**src/common/self_program_pkg.sv**
```systemverilog
// constants and carriers for the self-programming section control
// assumes a word-addressed flash of 32k words and an 8-bit register port
package self_program_pkg;

    // ------------------------------------------------------------
    // flash geometry
    // ------------------------------------------------------------
    localparam int            FLASH_AW       = 15;
    localparam logic [14:0]   HALT_START     = 15'h7000; // fixed boundary
    // loader start per loader size setting, all inside the halting region
    localparam logic [14:0]   LOADER_START_3 = 15'h7e00;
    localparam logic [14:0]   LOADER_START_2 = 15'h7c00;
    localparam logic [14:0]   LOADER_START_1 = 15'h7800;
    localparam logic [14:0]   LOADER_START_0 = 15'h7000;

    // ------------------------------------------------------------
    // register map
    // ------------------------------------------------------------
    localparam logic [1:0]    OFS_CTRL_STATUS = 2'h0;
    localparam logic [1:0]    OFS_LOCK        = 2'h1;
    localparam logic [1:0]    OFS_IRQ_STATUS  = 2'h2;
    localparam logic [1:0]    OFS_IRQ_MASK    = 2'h3;

    localparam int            BUSY_BIT        = 0;
    localparam int            ACTIVE_BIT      = 1;
    localparam int            HALT_BIT        = 2;

    localparam int            APP_LOW_BIT     = 0;
    localparam int            APP_HIGH_BIT    = 1;
    localparam int            LDR_LOW_BIT     = 2;
    localparam int            LDR_HIGH_BIT    = 3;
    localparam logic [3:0]    LOCK_RESET      = 4'hf; // 1 = unprogrammed

    localparam int            EV_DONE_BIT     = 0;
    localparam int            EV_REFUSED_BIT  = 1;
    localparam logic [1:0]    IRQ_RESET       = 2'h0;

    // ------------------------------------------------------------
    // carriers
    // ------------------------------------------------------------
    typedef enum logic [0:0] {
        ST_IDLE,
        ST_PROG
    } prog_state_e;

    typedef struct packed {
        logic              valid;
        logic              erase;      // 1 = page erase, 0 = page write
        logic [14:0]       addr;       // flash address pointer value
    } store_req_s;

    typedef struct packed {
        prog_state_e       state;
        logic              busyFlag;
        logic              halt;
        logic [3:0]        lock;
        logic [1:0]        irqStatus;
        logic [1:0]        irqMask;
        logic              irq;
        logic [7:0]        rdData;
        logic              flashStart;
        logic              flashErase;
        logic [14:0]       flashAddr;
        logic              loadGrant;
        logic              loadDeny;
    } ctrl_state_s;

endpackage

```
**src/self_program_section_control.sv**
```systemverilog
// control of flash self-programming: region checks, core halt, busy flag
// assumes the core raises store/load requests for one cycle, the flash
// macro answers each started operation with a one-cycle done pulse
//
// Our own choices: the placing of the registers and the plain strobed port.
`timescale 1ns/1ps

module self_program_section_control (
    input  wire logic                        clock,
    input  wire logic                        rstn,
    input  wire logic [1:0]                  regAddr,
    input  wire logic [7:0]                  regWrData,
    input  wire logic                        regWr,
    input  wire logic                        regRd,
    output logic      [7:0]                  regRdData,
    input  wire logic [1:0]                  loaderSizeFuses,
    input  wire logic                        chipErase,
    input  wire logic                        execInLoader,
    input  wire self_program_pkg::store_req_s storeReq,
    input  wire logic                        loadReq,
    input  wire logic [14:0]                 loadAddr,
    input  wire logic                        flashDone,
    output logic                             flashStart,
    output logic                             flashErase,
    output logic      [14:0]                 flashAddr,
    output logic                             coreHalt,
    output logic                             busyFlag,
    output logic                             loadGrant,
    output logic                             loadDeny,
    output logic                             irq
);

    self_program_pkg::ctrl_state_s  cur;
    self_program_pkg::ctrl_state_s  next_cur;
    logic [14:0]                    loaderStart;
    logic                           tgtInLoader;
    logic                           tgtInHalt;
    logic                           storeOk;
    logic                           loadInLoader;
    logic                           loadCross;
    logic                           loadLocked;

    // ------------------------------------------------------------
    // region decode
    // ------------------------------------------------------------
    // loader start from the size fuses; every choice is at or above the
    // halting boundary so the loader never reads concurrent flash
    always_comb begin
        case (loaderSizeFuses)
            2'h3:    loaderStart = self_program_pkg::LOADER_START_3;
            2'h2:    loaderStart = self_program_pkg::LOADER_START_2;
            2'h1:    loaderStart = self_program_pkg::LOADER_START_1;
            default: loaderStart = self_program_pkg::LOADER_START_0;
        endcase
    end

    // target classification by address pointer value
    assign tgtInHalt   = storeReq.addr >= self_program_pkg::HALT_START;
    assign tgtInLoader = storeReq.addr >= loaderStart;

    // any page may be hit from loader code, subject only to the write
    // lock of the page's own region
    assign storeOk = execInLoader && (tgtInLoader ?
        cur.lock[self_program_pkg::LDR_LOW_BIT] :
        cur.lock[self_program_pkg::APP_LOW_BIT]);

    // loads across the region border are refused when the target
    // region's high lock bit is programmed (zero)
    assign loadInLoader = loadAddr >= loaderStart;
    assign loadCross    = loadInLoader != execInLoader;
    assign loadLocked   = loadCross && (loadInLoader ?
        !cur.lock[self_program_pkg::LDR_HIGH_BIT] :
        !cur.lock[self_program_pkg::APP_HIGH_BIT]);

    // ------------------------------------------------------------
    // next state
    // ------------------------------------------------------------
    always_comb begin
        next_cur            = cur;
        next_cur.flashStart = 1'b0;
        next_cur.loadGrant  = 1'b0;
        next_cur.loadDeny   = 1'b0;
        next_cur.rdData     = 8'h00;

        // register writes first so hardware events below win over clears
        if (regWr) begin
            case (regAddr)
                self_program_pkg::OFS_CTRL_STATUS: begin
                    // clear only once the operation is over
                    if (regWrData[self_program_pkg::BUSY_BIT] &&
                        cur.state == self_program_pkg::ST_IDLE) begin
                        next_cur.busyFlag = 1'b0;
                    end
                end
                self_program_pkg::OFS_LOCK: begin
                    // software may only program bits, never erase
                    next_cur.lock = cur.lock & regWrData[3:0];
                end
                self_program_pkg::OFS_IRQ_STATUS: begin
                    next_cur.irqStatus = cur.irqStatus & ~regWrData[1:0];
                end
                self_program_pkg::OFS_IRQ_MASK: begin
                    next_cur.irqMask = regWrData[1:0];
                end
                default: begin
                    next_cur.irqMask = cur.irqMask;
                end
            endcase
        end

        // chip erase and reset are the only ways back to unprogrammed locks
        if (chipErase) begin
            next_cur.lock = self_program_pkg::LOCK_RESET;
        end

        case (cur.state)
            self_program_pkg::ST_IDLE: begin
                if (storeReq.valid) begin
                    if (storeOk) begin
                        next_cur.state      = self_program_pkg::ST_PROG;
                        next_cur.flashStart = 1'b1;
                        next_cur.flashErase = storeReq.erase;
                        next_cur.flashAddr  = storeReq.addr;
                        next_cur.halt       = tgtInHalt;
                        if (!tgtInHalt) begin
                            next_cur.busyFlag = 1'b1;
                        end
                    end else begin
                        // app-region or locked store starts no flash operation, only raises the refused event
                        next_cur.irqStatus[
                            self_program_pkg::EV_REFUSED_BIT] = 1'b1;
                    end
                end
            end
            self_program_pkg::ST_PROG: begin
                // further stores are ignored until the flash is done
                if (flashDone) begin
                    next_cur.state = self_program_pkg::ST_IDLE;
                    next_cur.halt  = 1'b0;
                    next_cur.irqStatus[self_program_pkg::EV_DONE_BIT] = 1'b1;
                end
            end
            default: begin
                next_cur.state = self_program_pkg::ST_IDLE;
                next_cur.halt  = 1'b0;
            end
        endcase

        // loads: none while halted, none into the concurrent region while
        // it is blocked, and none that a lock forbids
        if (loadReq) begin
            if (cur.halt || loadLocked ||
                (cur.busyFlag && loadAddr < self_program_pkg::HALT_START))
            begin
                next_cur.loadDeny  = 1'b1;
            end else begin
                next_cur.loadGrant = 1'b1;
            end
        end

        // read data stand in the cycle after the strobe only
        if (regRd) begin
            case (regAddr)
                self_program_pkg::OFS_CTRL_STATUS: begin
                    next_cur.rdData[self_program_pkg::BUSY_BIT]   =
                        cur.busyFlag;
                    next_cur.rdData[self_program_pkg::ACTIVE_BIT] =
                        cur.state == self_program_pkg::ST_PROG;
                    next_cur.rdData[self_program_pkg::HALT_BIT]   = cur.halt;
                end
                self_program_pkg::OFS_LOCK:
                    next_cur.rdData = {4'h0, cur.lock};
                self_program_pkg::OFS_IRQ_STATUS:
                    next_cur.rdData = {6'h00, cur.irqStatus};
                default:
                    next_cur.rdData = {6'h00, cur.irqMask};
            endcase
        end

        // level interrupt from the registered status and mask
        next_cur.irq = |(next_cur.irqStatus & next_cur.irqMask);
    end

    // ------------------------------------------------------------
    // state register
    // ------------------------------------------------------------
    always_ff @(posedge clock or negedge rstn) begin
        if (!rstn) begin
            cur            <= '0;
            cur.state      <= self_program_pkg::ST_IDLE;
            cur.lock       <= self_program_pkg::LOCK_RESET;
            cur.irqStatus  <= self_program_pkg::IRQ_RESET;
        end else begin
            cur <= next_cur;
        end
    end

    // outputs straight from the state flops
    assign regRdData  = cur.rdData;
    assign flashStart = cur.flashStart;
    assign flashErase = cur.flashErase;
    assign flashAddr  = cur.flashAddr;
    assign coreHalt   = cur.halt;
    assign busyFlag   = cur.busyFlag;
    assign loadGrant  = cur.loadGrant;
    assign loadDeny   = cur.loadDeny;
    assign irq        = cur.irq;
endmodule

```
**config.mk**
```make
export PLATFORM = sky130hd
export DESIGN_NAME = self_program_section_control
export DESIGN_NICKNAME = d
export VERILOG_FILES = /design/src/common/self_program_pkg.sv /design/src/self_program_section_control.sv
export SDC_FILE = /design/constraint.sdc
export NUM_CORES = 1
export LEC_CHECK = 0
export BUFFER_PORTS_ARGS = -buffer_cell sky130_fd_sc_hd__buf_2
export CAP_MARGIN = 25
export CORE_AREA = 3 3 72 74
export CTS_CLUSTER_DIAMETER = 30
export DETAILED_ROUTE_END_ITERATION = 16
export DIE_AREA = 0 0 75 77
export GPL_TIMING_DRIVEN = 0
export PLACE_DENSITY = 0.73
export SKIP_LAST_GASP = 1
export SLEW_MARGIN = 20
export SYNTH_ARGS = -nofsm -noshare
export SYNTH_HDL_FRONTEND = slang
export SYNTH_SLANG_ARGS = --single-unit
export TNS_END_PERCENT = 1
```
**constraint.sdc**
```tcl
create_clock -name clock -period 1.4 [get_ports clock]
set_input_delay 0.21 -clock clock [delete_from_list [all_inputs] [get_ports clock]]
set_output_delay 0.21 -clock clock [all_outputs]
set_load 0.02 [all_outputs]
```
== After elaboration in Yosys (flattened, before gate mapping) ==
Index checks and enable logic that the tools add are counted.
Storage, ports and cells
  flip-flop bits (word level): 39
  input bits: 52
  output and inout bits: 30
  logic and storage cells: 80
Operators by class
  magnitude comparators: 4
  equality and inequality tests: 10
  mux-type cells: 33
  bitwise logic cells: 5
  reduce and logical (&&, ||, !) cells: 15
Operators by type and width (count)
  $mux 17: 3
  $pmux 12 s3: 1
  $ge 15x15->1: 2
  $mux 1: 17
  $ge 15x15->1 const B: 1
  $lt 15x15->1 const B: 1
  $mux 4: 3
  $pmux 3 s3: 1
  $eq 2x2->1 const B: 4
  $mux 8: 1
  $mux 2: 3
  $mux 3: 2
  $ne 2x2->1 const B: 3
  $reduce_and 3->1: 2
  $and 2x2->2: 2
  $and 4x4->4: 1
  $eq 2x1->1 const B: 2
  $logic_and 1x1->1: 4
  $pmux 1 s2: 2
  $reduce_bool 2->1: 2
  $logic_not 1->1: 2
  $logic_not 2->1: 1
  $logic_or 1x1->1: 2
  $not 2->2: 1
  other kinds (4): 4

== Depth between registers and ports, before layout ==
  depth after elaboration: 10
  gate-level depth with buffers: 8
  mapped depth without buffers: 7

== Worst setup path after synthesis ==
No wires, ideal clock.
  path kind: in2reg
  from: in loaderSizeFuses[0]
  to: reg cur, in the netlist flashAddr[10]
  setup time: 0.125 ns
  arrival time: 1.781 ns
  required time: 1.275 ns
  path slack: -0.506 ns
  stages on the path: 8
  buffers on the path: 1
  cell sequence: and2_1 -> ha_1 -> and4bb_2 -> nand4_1 -> nand3_2 -> mux2i_2 -> buf_6 -> mux2_4
Between the ends
  word-level cells in the longest chain between the ends: 6
  elaborated cells on any way between the ends: 8
  classes of those cells: 1 x order compare; 3 x eq/ne; 2 x mux; 2 x reduce/logical
Ends and longest elaborated chain
  from (decl): line self_program_section_control.sv:16  | input wire logic [1:0] loaderSizeFuses,
  $eq 2x1->1 or $eq 2x2->1 (tied branches): line self_program_section_control.sv:49  | case (loaderSizeFuses)
  $pmux 12 s3 *: line self_program_section_control.sv:49
  $ge 15x15->1 *: line self_program_section_control.sv:59  | assign tgtInLoader = storeReq.addr >= loaderStart;
  $mux 1 *: line self_program_section_control.sv:63  | assign storeOk = execInLoader && (tgtInLoader ?
  $logic_and 1x1->1 *: line self_program_section_control.sv:63
  $reduce_and 3->1 (no line) *
  to (signal assigned): line self_program_section_control.sv:194  | cur <= next_cur;
  to (decl): line self_program_section_control.sv:33  | self_program_pkg::ctrl_state_s cur;
Mark *: on every way between the ends. The rest lies on a longest branch, timed or not.
A chain may end at the register's enable or synchronous reset.

== Worst setup path after layout ==
  from: in loaderSizeFuses[0]
  to: reg cur, in the netlist flashAddr[4]
The elaborated chain is that of the path after synthesis.

==> results.md <==
- Slew @ Worst Pin: 777 ps
- Core Footprint: 4660 um2
- Peak supply drop: 0.405 mV
- H-tree Lvls: 2
- First-pass GRT wire length: 6810 um
- # hold bufs at CTS: 0
- Root Buffer: clkbuf_8
- CTS max path bufs: 2
- Worst hold path class: in -> async
- Clk slew on worst S/H paths: 70 ps
- Skew final: 4.59 ps
- Sw frac: 31.2%
- Fmax: 560 MHz
- # DRC: 0
- Setup TNS Final: -7390 ps
- Peak fanout along the critical path: 8
- DR vias: 1475
- Initial antenna violation count: 0
- Routed vias/inst: 4.84
- P&R area growth vs syn: 31.0%
- Mapped Cells: 163
- Worst path arrival time: 1950 ps
- Synth Area per Inst: 11.9 um2
- Share of the synthesized area in the top cell type: 40.0%
- Row cnt: 25
- Synthesis-stage register bit count: 35
- Final Instance Area: 2540 um2
- Setup violators final: 24
- Die width: 75 um
- Slew margin rel.: 48.2%
- Register area share after synthesis: 45.4%
- PD cells: 1250 nW/um2
- GPL Wtd Cong: 0.858
- Synth unique cells: 41
- Cell taking the most area after synthesis: dfrtp_1
- Critical Path RT: 1560 ps
- Die height: 77 um
- DRT Pass-1 Iters: 4
- Fin nets: 308
- Diode count: 0
- Pre-CTS setup slack: -721 ps
- RSZ-0062 raised after global routing: yes
- Clock Latency Late Sink: 280 ps
- Top cells by area, synth: dfrtp_1 (40%), mux2_4 (12%), buf_4 (8.9%)
- Detail Route Antenna Nets: 0
- Wirelength per Cell: 14.0 um
- Detailed placement HPWL: 3300 um
- Setup ws final: -385 ps
- Starting density of the core: 41.6%
- Tcrit/Tclk final: 127%
- Internal: 0.00219 W
- Total GRT Usage: 15.5%
- Clock share of power: 21.7%
- Fin. Hold Viols: 0
- # IOs: 82
- Leak pwr: 1.29 nW
- Crit path time final: 1780 ps
- Endpoint class of the critical path: flop
- Layout cells sized above 1: 56.2%
- Comb pwr share: 36.3%
- TritonCTS Sinks: 35
- Switching pwr: 0.000995 W
- Seq pwr share: 42.1%
- Die ar.: 5780 um2
- Outcome: complete, but fails checks
- CTS tree: yes
- Max-slew violations: 0
- Global route overflow: 0
- Number of buffers added on ports: 72
- Vias in the first global route: 1492
- Routed WL: 4280 um
- Iteration-0 DRC Markers: 27
- Largest net degree at the start of global routing: 36
- Nature of the critical path startpoint: input pin
- Yosys Warn Count: 0
- Setup CP Type: in -> reg
- Synthesized area: 1940 um2
- Max-cap violations: 0
- Number of CTS-inserted buffers: 5
- Failing checks: setup timing
- Dpl cell area: 2390 um2
## path summary, 6_finish.rpt
| kind | from | endpoint | slack, ps | cells after the start |
|---|---|---|---|---|
| worst min register to register | flashAddr[1] | flashAddr[1] | 510 | 1 |
| worst max-delay path | loaderSizeFuses[0] | flashAddr[4] | -380 | 9 |
| max in group asynchronous | rstn | flashAddr[14] | 900 | 1 |
| min in group clock | chipErase | cur[34] | 150 | 2 |
| worst max register to register | cur[38] | flashAddr[4] | -220 | 5 |
| worst min-delay path | rstn | irq | 2 | 1 |
## area by class of cell
class	count	area [um2]
multi-input cells	99	871
inverters	5	18.8
flip-flops and latches	35	881
plain buffers	27	205
well taps	54	67.6
fillers	430	2120
clock inverters	1	5.00
repair buffers	77	414
clock buffers	7	76.3
## sequential cells by signal (all words and copies together), names as in the netlist
register and count:
regRdData 4, irq 1, loadGrant 1, loadDeny 1, flashAddr 15, coreHalt 1, cur 9, busyFlag 1
flashErase 1, flashStart 1
## power groups by stage
| stage | clock, W | sequential, W | combinational (W) |
|---|---|---|---|
| final | 0.000690 | 0.00134 | 0.00116 |
| after global routing | 0.000758 | 0.00137 | 0.00125 |
| after CTS | 0.000728 | 0.00134 | 0.00117 |
| after detailed placement | 0 | 0.00136 | 0.00114 |
| after global placement | 0 | 0.00134 | 0.00112 |
| after floorplan | 0 | 0.00136 | 0.000776 |
## placed cells by master, fill, tap and decap left out, types with 2 or more instances in the layout
cell and count:
clkbuf_8 5, nor2b_1 4, mux2_2 2, ha_1 5
mux2i_1 4, dfstp_2 4, buf_6 5, clkbuf_1 2
mux4_2 2, dfrtp_1 31, nor4_1 2, nand4_1 3
buf_2 72, inv_1 5, mux2_4 16, a21oi_1 8
nand2_1 4, o21ai_0 7, nand2b_1 6, nor2_1 2
and2_1 2, buf_4 27, conb_1 4, nand3_1 6
## per-layer routing
metal | wire, um | global-route usage [%] | share of wire [%] | vias up
met4 | 93 | 6.58 | 2.2 | 0
met5 | 0 | 0 | 0 | -
li1 | - | - | - | 729
met1 | 1850 | 19.8 | 43 | 685
met2 | 2110 | 24.6 | 49 | 51
met3 | 219 | 3.80 | 5.1 | 10
## Yosys cell counts
| master | instances |
|---|---|
| o21ai_1 | 1 |
| and3_1 | 1 |
| and2_1 | 3 |
| nor3b_1 | 1 |
| nand2_1 | 4 |
| nor3_1 | 1 |
| mux2i_1 | 4 |
| mux2_2 | 2 |
| dfstp_2 | 4 |
| a31oi_1 | 1 |
| or4b_2 | 1 |
| nand4_1 | 3 |
| nor4bb_1 | 1 |
| nand3_2 | 1 |
| conb_1 | 1 |
| mux2i_2 | 1 |
| nand3b_1 | 1 |
| buf_6 | 2 |
| o21ai_0 | 7 |
| o2bb2ai_1 | 1 |
| a21boi_0 | 1 |
| buf_4 | 23 |
| nand4b_1 | 1 |
| nand2b_1 | 6 |
| ha_1 | 6 |
| and4b_1 | 1 |
| a21o_1 | 1 |
| a22o_1 | 1 |
| nor4_1 | 2 |
| mux2_4 | 16 |
| nand3_1 | 6 |
| mux4_2 | 2 |
| nor4b_1 | 1 |
| dfrtp_1 | 31 |
| and4bb_2 | 1 |
| nor2b_1 | 4 |
| and4_1 | 1 |
| inv_1 | 5 |
| buf_2 | 2 |
| nor2_1 | 3 |
| a21oi_1 | 8 |
## per-stage QoR
step | hold WS, ps | std cells | util [%] | power (W)
floorplan | -85.6 | 166 | - | 0.00214
global placement | 323 | 292 | 51.3 | 0.00246
detailed placement | 333 | 292 | 51.3 | 0.00250
CTS | 27.0 | 304 | 54.1 | 0.00324
global route | 64.4 | 305 | 54.5 | 0.00337
finish | 1.84 | 305 | 54.5 | 0.00319
## critical path, cell delays in order
cell and delay, ps:
buf_6 90, and2_4 160, ha_4 250, and4bb_2 200, nand4_1 90, nand3_2 140
mux2i_4 300, buf_6 190, mux2_4 310
## logic make-up (layout without fill, tap and decap cells)
logic type / count (synthesis) / in the layout / share of synthesized area [%]
and+or+nand+nor: 43 / 43 / 14.1
DFF: 35 / 35 / 45.4
buffers and inverters: 32 / 117 / 11.6
muxes: 25 / 25 / 18.7
AOI/OAI and AO/OA: 21 / 21 / 6.13
adders and majority gates: 6 / 6 / 3.87
other: 1 / 4 / 0.193
## what timing repair did
item                       in CTS  in global routing
setup buffers                   3                  1
gates cloned                    1                  0
resized for setup               4                  2
pin swaps                       4                  3
setup endpoints to repair      23                 24
No activity file was read; power rests on OpenSTA's default activity.
